## config.mk

```make
export PLATFORM = sky130hd
export DESIGN_NAME = semc_top
export DESIGN_NICKNAME = d
export VERILOG_FILES = /design/src/hw/semc_pkg.sv /design/src/hw/semc_timer.sv /design/src/hw/semc_top.sv
export VERILOG_INCLUDE_DIRS = /design/src /design/src/hw
export SDC_FILE = /design/constraint.sdc
export NUM_CORES = 1
export LEC_CHECK = 0
export ABC_AREA = 1
export ABC_CLOCK_PERIOD_IN_PS = 2100
export BUFFER_PORTS_ARGS = -buffer_cell sky130_fd_sc_hd__buf_2
export CORE_UTILIZATION = 40
export DETAILED_ROUTE_END_ITERATION = 12
export GPL_ROUTABILITY_DRIVEN = 0
export PLACE_DENSITY = 0.55
export SLEW_MARGIN = 5
export SYNTH_ARGS = -nofsm -noshare
export SYNTH_HDL_FRONTEND = slang
export SYNTH_SLANG_ARGS = --single-unit
```

## constraint.sdc

```tcl
create_clock -name clk -period 2.1 [get_ports clk]
set_input_delay 0.42 -clock clk [delete_from_list [all_inputs] [get_ports clk]]
set_output_delay 0.42 -clock clk [all_outputs]
set_load 0.1 [all_outputs]
```

## src/hw/semc_cfg.svh

```systemverilog
// Offsets, field positions, reset values and counts of the sensor enable/mode block
`ifndef SEMC_CFG_SVH
`define SEMC_CFG_SVH

// Register byte offsets
`define SEMC_MODE_CONFIG_OFS   8'h70
`define SEMC_LED_CONTROL_OFS   8'h74
`define SEMC_ENABLE_CONTROL_OFS 8'h80
`define SEMC_WAIT_TIME_OFS     8'h88
`define SEMC_STATUS_OFS        8'h8c

// Reset values
`define SEMC_MODE_CONFIG_RST   8'h00
`define SEMC_LED_CONTROL_RST   8'h04
`define SEMC_ENABLE_CONTROL_RST 8'h00
`define SEMC_WAIT_TIME_RST     8'h00

// enable_control fields
`define SEMC_POWER_ON_BIT      0
`define SEMC_MEASURE_EN_BIT    1
`define SEMC_WAIT_GAP_EN_BIT   3
`define SEMC_MUX_START_BIT     4

// mode_config fields
`define SEMC_SENSE_MODE_LSB    0
`define SEMC_IRQ_SYNC_SEL_BIT  2
`define SEMC_LED_CTRL_SEL_BIT  3

// led_control fields
`define SEMC_LED_ACT_BIT       7

// Default timing counts, in clock cycles
`define SEMC_INTEG_CYCLES      100
`define SEMC_WAIT_UNIT_CYCLES  16
`define SEMC_MUX_CYCLES        32

`endif

```

## src/hw/semc_pkg.sv

```systemverilog
// Types shared by the sensor enable/mode block
package semc_pkg;

    // Measurement sequencer states
    typedef enum logic [1:0] {
        SEMC_IDLE  = 2'b00,
        SEMC_ARM   = 2'b01,
        SEMC_INTEG = 2'b10,
        SEMC_GAP   = 2'b11
    } semc_meas_state_t;

    // Sensing modes held in mode_config[1:0]
    typedef enum logic [1:0] {
        SEMC_PLAIN_MEASURE    = 2'b00,
        SEMC_SYNC_START       = 2'b01,
        SEMC_MODE_RESERVED    = 2'b10,
        SEMC_SYNC_START_STOP  = 2'b11
    } semc_sense_mode_t;

endpackage

```

## src/hw/semc_timer.sv

```systemverilog
// Loadable down-counter that reports a one-cycle done pulse
`timescale 1ns/1ps
module semc_timer #(
    parameter int W = 16                // Counter width
) (
    input  wire logic         clk,      // System clock
    input  wire logic         rst_b,    // Asynchronous reset, active low
    input  wire logic         start,    // Load and start counting
    input  wire logic         abort,    // Stop without done
    input  wire logic [W-1:0] load,     // Cycles to run, at least one
    output logic              busy,     // Counting
    output logic              done      // One-cycle pulse at expiry
);
    logic [W-1:0] cnt;                  // Remaining cycles

    // Count down; start wins over abort and expiry
    always_ff @(posedge clk or negedge rst_b) begin
        if (!rst_b) begin
            cnt  <= '0;
            busy <= 1'b0;
            done <= 1'b0;
        end else if (start) begin
            cnt  <= load;
            busy <= 1'b1;
            done <= 1'b0;
        end else if (abort) begin
            busy <= 1'b0;
            done <= 1'b0;
        end else if (busy && cnt <= W'(1)) begin
            busy <= 1'b0;
            done <= 1'b1;
        end else begin
            cnt  <= busy ? cnt - W'(1) : cnt;
            done <= 1'b0;
        end
    end
endmodule // semc_timer

```

## src/hw/semc_top.sv

```systemverilog
// Enable and mode configuration of a spectral sensor with an AHB-Lite register slave
//
// Contract
// Host sets power-on before configuring and measuring.
// Host avoids configuration changes while measuring.
// Writing mux start launches the sensor mux command.
// Mux start bit self-clears when command completes.
// Wait gap enable inserts wait between measurements.
// Measure enable starts and stops spectral measurement.
// Power-on enables device and starts oscillator.
// LED select lets LED register drive pin.
// IRQ sync select turns irq pin into sync.
// Sense mode selects plain, sync-start, sync-start-stop.
// Host reads alternate data in sync-start-stop mode. The block has no alternate data register; unmapped reads return zero.
`timescale 1ns/1ps
`include "semc_cfg.svh"
module semc_top #(
    parameter int INTEG_CYCLES = `SEMC_INTEG_CYCLES,     // Integration length
    parameter int WAIT_UNIT    = `SEMC_WAIT_UNIT_CYCLES, // Cycles per wait step
    parameter int MUX_CYCLES   = `SEMC_MUX_CYCLES,       // Mux command length
    parameter int TW           = 16                      // Timer width
) (
    input  wire logic                        clk,          // System clock, 50 MHz
    input  wire logic                        rst_b,        // Asynchronous reset, active low
    input  wire logic                        hsel,         // AHB slave select
    input  wire logic [7:0]                  haddr,        // AHB byte address, low bits
    input  wire logic [1:0]                  htrans,       // AHB transfer type
    input  wire logic                        hwrite,       // AHB write
    input  wire logic [2:0]                  hsize,        // AHB size, word only
    input  wire logic [31:0]                 hwdata,       // AHB write data
    input  wire logic                        hready,       // AHB bus ready
    output logic [31:0]                      hrdata,       // AHB read data
    output logic                             hreadyout,    // AHB slave ready
    output logic                             hresp,        // AHB response, always OKAY
    input  wire logic                        sync_in,      // Dedicated sync pin
    input  wire logic                        irq_pin_in,   // Level seen on irq pin
    output logic                             irq_pin_out,  // Level driven on irq pin
    output logic                             irq_pin_oe,   // Irq pin driven
    input  wire logic                        irq_req,      // Interrupt request from sensor core
    output logic                             led_drive_pin,// LED on level
    output logic                             led_drive_oe, // LED pin controlled
    output logic [6:0]                       led_current,  // LED drive strength code
    output logic                             osc_enable,   // Internal oscillator on
    output logic                             meas_done,    // One-cycle end of integration
    output logic                             mux_busy,     // Mux command running
    output semc_pkg::semc_meas_state_t       meas_state    // Sequencer state
);
    import semc_pkg::*;

    // Software-visible registers
    logic [7:0] mode_config;            // Mode, sync and LED routing
    logic [7:0] led_control;            // LED on bit and strength
    logic [7:0] enable_control;         // Power, measure, wait, mux start
    logic [7:0] wait_time;              // Gap length in wait units, less one

    // Bus data phase capture
    logic       dp_write;               // Write data phase pending
    logic [7:0] dp_addr;                // Address of pending write

    // Synchronisers for the two sync sources
    logic [1:0] sync_pin_ff;            // Dedicated pin chain
    logic [1:0] sync_irq_ff;            // Irq pin chain
    logic       sync_prev;              // Previous selected sync level

    // Timers
    // Busy outputs of the sequencer timers stay open: the state shows it
    logic       integ_done;             // Integration expired
    logic       gap_done;               // Wait gap expired
    logic       mux_tbusy;              // Mux command running
    logic       mux_done;               // Mux command finished

    // Sequencer
    semc_meas_state_t state;            // Current state
    semc_meas_state_t next_state;       // Next state

    // ---------------- Bus decode ----------------
    wire        addr_take   = hsel & htrans[1] & hready;      // Address phase accepted
    wire        rd_take     = addr_take & ~hwrite;            // Read accepted
    wire        wr_mode     = dp_write & (dp_addr == `SEMC_MODE_CONFIG_OFS);
    wire        wr_led      = dp_write & (dp_addr == `SEMC_LED_CONTROL_OFS);
    wire        wr_enable   = dp_write & (dp_addr == `SEMC_ENABLE_CONTROL_OFS);
    wire        wr_wait     = dp_write & (dp_addr == `SEMC_WAIT_TIME_OFS);
    wire [7:0]  wbyte       = hwdata[7:0];                    // Narrow data in low lane

    // Mux start written as one launches the command
    wire        mux_start   = wr_enable & wbyte[`SEMC_MUX_START_BIT];

    // Next register values; used both for storage and read forwarding
    wire [7:0]  next_mode   = wr_mode ? wbyte : mode_config;
    wire [7:0]  next_led    = wr_led ? wbyte : led_control;
    wire [7:0]  next_wait   = wr_wait ? wbyte : wait_time;
    wire [7:0]  en_base     = wr_enable ? wbyte : enable_control;
    // Self-clear on completion; a new start in the same cycle wins
    wire        next_mux    = mux_start ? 1'b1 :
                              (mux_done ? 1'b0 : en_base[`SEMC_MUX_START_BIT]);
    wire [7:0]  next_enable = {en_base[7:5], next_mux, en_base[3:0]};

    // Field views of stored registers
    wire        power_on_bit         = enable_control[`SEMC_POWER_ON_BIT];
    wire        meas_en     = enable_control[`SEMC_MEASURE_EN_BIT];
    wire        wait_en     = enable_control[`SEMC_WAIT_GAP_EN_BIT];
    wire [1:0]  sense_mode  = mode_config[`SEMC_SENSE_MODE_LSB +: 2];
    wire        sync_sel    = mode_config[`SEMC_IRQ_SYNC_SEL_BIT];
    wire        led_ctrl_select     = mode_config[`SEMC_LED_CTRL_SEL_BIT];

    // Status view of block state
    wire [7:0]  status_val  = {3'h0, meas_done, state, mux_tbusy, power_on_bit};

    // Read multiplexer over forwarded values
    wire [7:0]  rd_byte =
        (haddr == `SEMC_MODE_CONFIG_OFS)    ? next_mode   :
        (haddr == `SEMC_LED_CONTROL_OFS)    ? next_led    :
        (haddr == `SEMC_ENABLE_CONTROL_OFS) ? next_enable :
        (haddr == `SEMC_WAIT_TIME_OFS)      ? next_wait   :
        (haddr == `SEMC_STATUS_OFS)         ? status_val  : 8'h00;

    // ---------------- Bus slave ----------------
    // Capture write address phase for the following data phase
    always_ff @(posedge clk or negedge rst_b) begin
        if (!rst_b) begin
            dp_write <= 1'b0;
            dp_addr  <= 8'h00;
        end else begin
            dp_write <= addr_take & hwrite;
            dp_addr  <= addr_take ? haddr : dp_addr;
        end
    end

    // Read data, zero wait states, OKAY only
    always_ff @(posedge clk or negedge rst_b) begin
        if (!rst_b) begin
            hrdata    <= 32'h0000_0000;
            hreadyout <= 1'b1;
            hresp     <= 1'b0;
        end else begin
            hrdata    <= rd_take ? {24'h00_0000, rd_byte} : hrdata;
            hreadyout <= 1'b1;
            hresp     <= 1'b0;
        end
    end

    // Register storage
    always_ff @(posedge clk or negedge rst_b) begin
        if (!rst_b) begin
            mode_config    <= `SEMC_MODE_CONFIG_RST;
            led_control    <= `SEMC_LED_CONTROL_RST;
            enable_control <= `SEMC_ENABLE_CONTROL_RST;
            wait_time      <= `SEMC_WAIT_TIME_RST;
        end else begin
            mode_config    <= next_mode;
            led_control    <= next_led;
            enable_control <= next_enable;
            wait_time      <= next_wait;
        end
    end

    // ---------------- Sync input ----------------
    // Two-flop chains; only the second stage is read
    always_ff @(posedge clk or negedge rst_b) begin
        if (!rst_b) begin
            sync_pin_ff <= 2'b00;
            sync_irq_ff <= 2'b00;
        end else begin
            sync_pin_ff <= {sync_pin_ff[0], sync_in};
            sync_irq_ff <= {sync_irq_ff[0], irq_pin_in};
        end
    end

    // Irq pin carries sync when selected
    wire        sync_lvl  = sync_sel ? sync_irq_ff[1] : sync_pin_ff[1];

    // Edge history of the selected sync level
    always_ff @(posedge clk or negedge rst_b) begin
        if (!rst_b) begin
            sync_prev <= 1'b0;
        end else begin
            sync_prev <= sync_lvl;
        end
    end

    wire        sync_rise = sync_lvl & ~sync_prev;       // Sync rising edge

    // ---------------- Sequencer ----------------
    // Measurement runs only with power and measure enable
    wire        run        = power_on_bit & meas_en;
    wire        mode_plain = (sense_mode == SEMC_PLAIN_MEASURE);
    wire        mode_sync_start_mode  = (sense_mode == SEMC_SYNC_START);
    wire        mode_sync_start_stop_mode  = (sense_mode == SEMC_SYNC_START_STOP);
    // Sync-start-stop ends integration on the next sync edge
    wire        integ_end  = mode_sync_start_stop_mode ? sync_rise : integ_done;
    // Where a measurement restarts: at once or on a sync edge
    wire [1:0]  restart_st = mode_plain ? SEMC_INTEG : SEMC_ARM;
    wire        enter_int  = (state == SEMC_IDLE & run & mode_plain) |
                             (state == SEMC_ARM & run & sync_rise) |
                             (state == SEMC_GAP & run & gap_done & mode_plain) |
                             (state == SEMC_INTEG & run & integ_end & ~wait_en & mode_plain);
    wire        enter_gap  = (state == SEMC_INTEG) & run & integ_end & wait_en;
    wire [TW-1:0] gap_load = TW'((32'(wait_time) + 32'd1) * 32'(WAIT_UNIT));

    // Next-state selection
    always_comb begin
        next_state = state;
        case (state)
            SEMC_IDLE: begin
                // Reserved mode never starts
                if (run && (mode_plain || mode_sync_start_mode || mode_sync_start_stop_mode)) begin
                    next_state = mode_plain ? SEMC_INTEG : SEMC_ARM;
                end
            end
            SEMC_ARM: begin
                if (sync_rise) begin
                    next_state = SEMC_INTEG;
                end
            end
            SEMC_INTEG: begin
                if (integ_end) begin
                    // Gap only when enabled, else back to back
                    next_state = wait_en ? SEMC_GAP : semc_meas_state_t'(restart_st);
                end
            end
            SEMC_GAP: begin
                if (gap_done) begin
                    next_state = semc_meas_state_t'(restart_st);
                end
            end
            default: begin
                next_state = SEMC_IDLE;
            end
        endcase
        // Dropping measure enable or power stops at once
        if (!run) begin
            next_state = SEMC_IDLE;
        end
    end

    // State register and end-of-integration pulse
    always_ff @(posedge clk or negedge rst_b) begin
        if (!rst_b) begin
            state     <= SEMC_IDLE;
            meas_done <= 1'b0;
        end else begin
            state     <= next_state;
            meas_done <= (state == SEMC_INTEG) & run & integ_end;
        end
    end

    // Integration timer; unused in sync-start-stop mode
    semc_timer #(.W(TW)) u_integ (
        .clk   (clk),
        .rst_b (rst_b),
        .start (enter_int & ~mode_sync_start_stop_mode),
        .abort (~run),
        .load  (TW'(INTEG_CYCLES)),
        .busy  (),
        .done  (integ_done)
    );

    // Wait gap timer
    semc_timer #(.W(TW)) u_gap (
        .clk   (clk),
        .rst_b (rst_b),
        .start (enter_gap),
        .abort (~run),
        .load  (gap_load),
        .busy  (),
        .done  (gap_done)
    );

    // Sensor mux command timer
    semc_timer #(.W(TW)) u_mux (
        .clk   (clk),
        .rst_b (rst_b),
        .start (mux_start),
        .abort (1'b0),
        .load  (TW'(MUX_CYCLES)),
        .busy  (mux_tbusy),
        .done  (mux_done)
    );

    // ---------------- Pin and status outputs ----------------
    // Registered outputs for pins and observers
    always_ff @(posedge clk or negedge rst_b) begin
        if (!rst_b) begin
            osc_enable    <= 1'b0;
            led_drive_pin <= 1'b0;
            led_drive_oe  <= 1'b0;
            led_current   <= 7'h00;
            irq_pin_out   <= 1'b0;
            irq_pin_oe    <= 1'b0;
            mux_busy      <= 1'b0;
        end else begin
            osc_enable    <= power_on_bit;
            led_drive_oe  <= led_ctrl_select;
            led_drive_pin <= led_ctrl_select & led_control[`SEMC_LED_ACT_BIT];
            led_current   <= led_ctrl_select ? led_control[6:0] : 7'h00;
            irq_pin_out   <= irq_req;
            irq_pin_oe    <= ~sync_sel;
            mux_busy      <= next_mux;
        end
    end

    // Sequencer state shown outside
    assign meas_state = state;

endmodule // semc_top

```

==> impl_results.md <==
* Main combinational cell family by area after synthesis: simple AND/OR/NAND/NOR gates
* Post-Synth Simple-Gate Area at 37.5%
* Internal power at 5.86 mW
* Fin. max-slew vios at 0
* Final Hold Fails at 1
* Synthesized instance count at 970
* Crit-path max FO at 5
* Synth Area in Compound Gates at 3.72%
* DR WL/cell at 12.6 um
* Initial antenna violation count at 0
* Max layer used: met4
* Total Die Area at 18900 um2
* Most frequent cells in the layout: nand2_1 (264), dfrtp_1 (120), inv_1 (119)
* Drt via density at 4.71
* Vias at 6015
* Initial core utilization at 40.8%
* Ys flop type: dfrtp_1
* Port Buffer Count at 48
* Met3 Wirelength at 544 um
* IO Count at 103
* Achievable frequency at 541 MHz
* Clock root buffer: clkbuf_16
* Status: complete, but fails checks
* Mux cell area share after synthesis at 0.307%
* Failing checks: hold timing
* Crit path from: u_integ.cnt[0]$_DFFE_PN0P_
* Total negative slack at 0 ns
* Worst slack, placed at 0.262 ns
* Remaining DRCs at 0
* Crit-path leading delay family: simple AND/OR/NAND/NOR gates
* CP Depth at 9
* Max-Cap Viols at 0
* Final Cycle Share at 88.0%
* Grt total ovfl at 0
* Pleak at 4.52 nW
* Max clock buf depth at 2
* Synth top area share at 41.6%
* Sw Share at 39.6%
* CTS tree: built
* Power per cell area at 1150 nW/um2
* CTS buffer count at 17
* RSZ-0062 raised after global routing: no
* Sw Pwr at 3.85 mW
* Site Rows at 49
* Most common cell after layout, fill and taps aside: nand2_1
* Worst r2r path cells at 9
* H-tree depth at 4
* Setup crit end: u_integ.cnt[14]$_DFFE_PN0P_
* Post-synth EDFFs at 0
* Worst setup EP type: flop
* Diode count at 0
* First DRT Iteration DRCs at 440
* Layout Area Growth over Synthesis at 15.1%
* Synth Area in Adders at 1.88%
* Critical path startpoint category: flop
* All-Layer GR Usage at 19.1%
* CP Buf/Inv Count at 1
* Top cells by area, synth: dfrtp_1 (42%), nand2_1 (14%), nand3_1 (7.6%)
* Crit Path Class: reg2reg
* Die W at 137 um
* Finish-stage setup viols at 0
* Metal1 wirelength at 8.03 mm
* HP Class: in2async
* Asr flop ratio synth at 100%
* Met2 routed wirelength at 7.34 mm
* Syn Area/Cell at 7.56 um2
* Minimum clock period at 1.85 ns
* Hold slack at -0.00135 ns
* ANT nets after route at 0
* Comb power frac at 33.2%
* Yosys warning count at 0
* Initial DRT Pass Iterations at 5
* Vias in the first global route at 5662
* Worst Clk Skew at 0.0112 ns
* Share of layout cells above drive strength 1 at 15.8%
* R2R Setup Slk at 0.25 ns
* Post-synthesis xor/xnor area fraction at 3.35%
* First-pass GRT wire length at 27.8 mm
* Slowest-stage cell, CP: dfrtp_1
* Critical path arrival at 2.20 ns
* Clk sinks at 123
* Yosys reg bits at 123
* Mapped Area at 7330 um2
* Reg2reg start: u_integ.cnt[0]$_DFFE_PN0P_
* Crit path cell chain: inv_1 -> ha_1 -> nor3b_2 -> nand2_1 -> nor3_1 -> nand3_1 -> nand2_1 -> nand2_1 -> nor2_1
* DP HPWL at 11.9 mm
* Sequential share of power at 34.0%
* Peak supply drop at 0.000625 V
* Clock insertion delay at the later pin of the skew report at 0.43 ns
* CORE AREA at 18000 um2
* Chip Height at 137 um
* Worst path most repeated cell: nand2_1
* Cell taking the most area after synthesis: dfrtp_1
* Clk pwr share at 32.8%
* Hold-fix buffers, CTS at 0
* Pin count of the biggest net entering global routing at 67
* Seq/Total Area, Yosys at 42.0%
* Reg-to-Reg End: u_integ.cnt[14]$_DFFE_PN0P_
* Setup WS post-layout at 0.252 ns
* Reg clk slew, reported paths at 0.06 ns
* Nets at 1100
* Cell variety after synth at 44
* CP peak stage delay at 0.41 ns
* Routed WL at 16.1 mm
* Req. time, crit path at 2.45 ns
routing by layer:
| metal | global-route usage, % | up-vias |
|---|---|---|
| met5 | 0 | - |
| met2 | 30.0 | 85 |
| met3 | 4.42 | 19 |
| met4 | 5.98 | 0 |
| met1 | 26.0 | 2779 |
| li1 | - | 3132 |
registers in the layout (all words and copies together) (netlist names), 2 cells and up:
| name | count |
|---|---|
| meas_state | 2 |
| dp_addr | 8 |
| hrdata | 8 |
| led_control | 8 |
| u_mux.cnt | 16 |
| wait_time | 8 |
| u_integ.cnt | 16 |
| u_gap.cnt | 16 |
| led_current | 7 |
| enable_control | 8 |
| mode_config | 8 |
| sync_pin_ff | 2 |
| sync_irq_ff | 2 |
power by group through the flow:
| stage | Clock, mW | Combinational [mW] | Sequential, mW |
|---|---|---|---|
| 2_1_floorplan | 0 | 2.42 | 3.53 |
| 6_report | 3.18 | 3.22 | 3.30 |
| 5_1_grt | 3.35 | 3.70 | 3.38 |
| 3_3_place_gp | 0 | 3.20 | 3.33 |
| 4_1_cts | 3.25 | 3.25 | 3.30 |
| 3_5_place_dp | 0 | 3.23 | 3.33 |
metrics by stage:
stage               cell area (um2)  std cells  util [%]  power (mW)  hold WS, ns
finish                         8440       1278      47.0        9.71     -0.00135
floorplan                      7420        994         -        5.95        0.124
CTS                            8430       1278      47.0        9.80       0.0165
global placement               7800       1246      43.4        6.53        0.336
global route                   8440       1278      47.0        10.4       0.0347
detailed placement             7800       1246      43.4        6.56        0.337
timing repair:
| action | 4_1_cts | 5_1_grt |
|---|---|---|
| gates resized for setup | 0 | 1 |
| setup endpoints to repair | 0 | 1 |
| buffers inserted | 0 | 0 |
cells by family (layout without fill, tap and decap cells):
kind of cell,after synthesis,after routing
AO/OA/AOI/OAI,42,42
XOR/XNOR,28,28
adder cells (fa/ha/maj),11,11
buffers and inverters,174,229
flip-flops,123,123
multiplexers,2,2
other,2,26
AND/OR/NAND/NOR,588,588
worst min path at each step:
stage,slack [ns],cells past startpoint,end
detailed placement,0.34,0,sync_irq_ff[1]$_DFF_PN0_
global route,0.03,2,u_integ.cnt[4]$_DFFE_PN0P_
CTS,0.02,2,u_integ.cnt[4]$_DFFE_PN0P_
global placement,0.34,0,sync_irq_ff[1]$_DFF_PN0_
floorplan,0.12,0,dp_addr[0]$_DFFE_PN0P_
finish,-0.001,2,u_integ.cnt[4]$_DFFE_PN0P_
final cells by class:
cell class | count | area [um2]
Fill cell | 1840 | 9530
Timing Repair Buffer | 67 | 410
Clock buffer | 17 | 425
Inverter | 130 | 493
Multi-Input combinational cell | 697 | 3530
Sequential cell | 123 | 3080
Tap cell | 229 | 287
Clock inverter | 15 | 210
synthesized netlist by cell type, types with 2 or more instances:
cell type	n
nand2_1	264
nor2_8	2
inv_1	119
xnor2_1	10
mux2_2	2
nor2_4	2
o21bai_1	2
nor3_2	3
xor2_1	18
o21ai_0	21
and2_1	19
nor2_1	105
ha_1	11
inv_2	7
conb_1	2
clkinv_1	3
nor3_1	12
buf_6	4
o21ai_2	8
nor2_2	6
buf_2	8
a21oi_1	3
nand2_4	6
dfrtp_1	122
o21bai_2	3
nand4_1	26
nand3_1	111
o21ai_1	3
nand3b_1	7
nand2_2	14
nand3_2	4
buf_4	31
No activity file was read; power rests on OpenSTA's default activity.
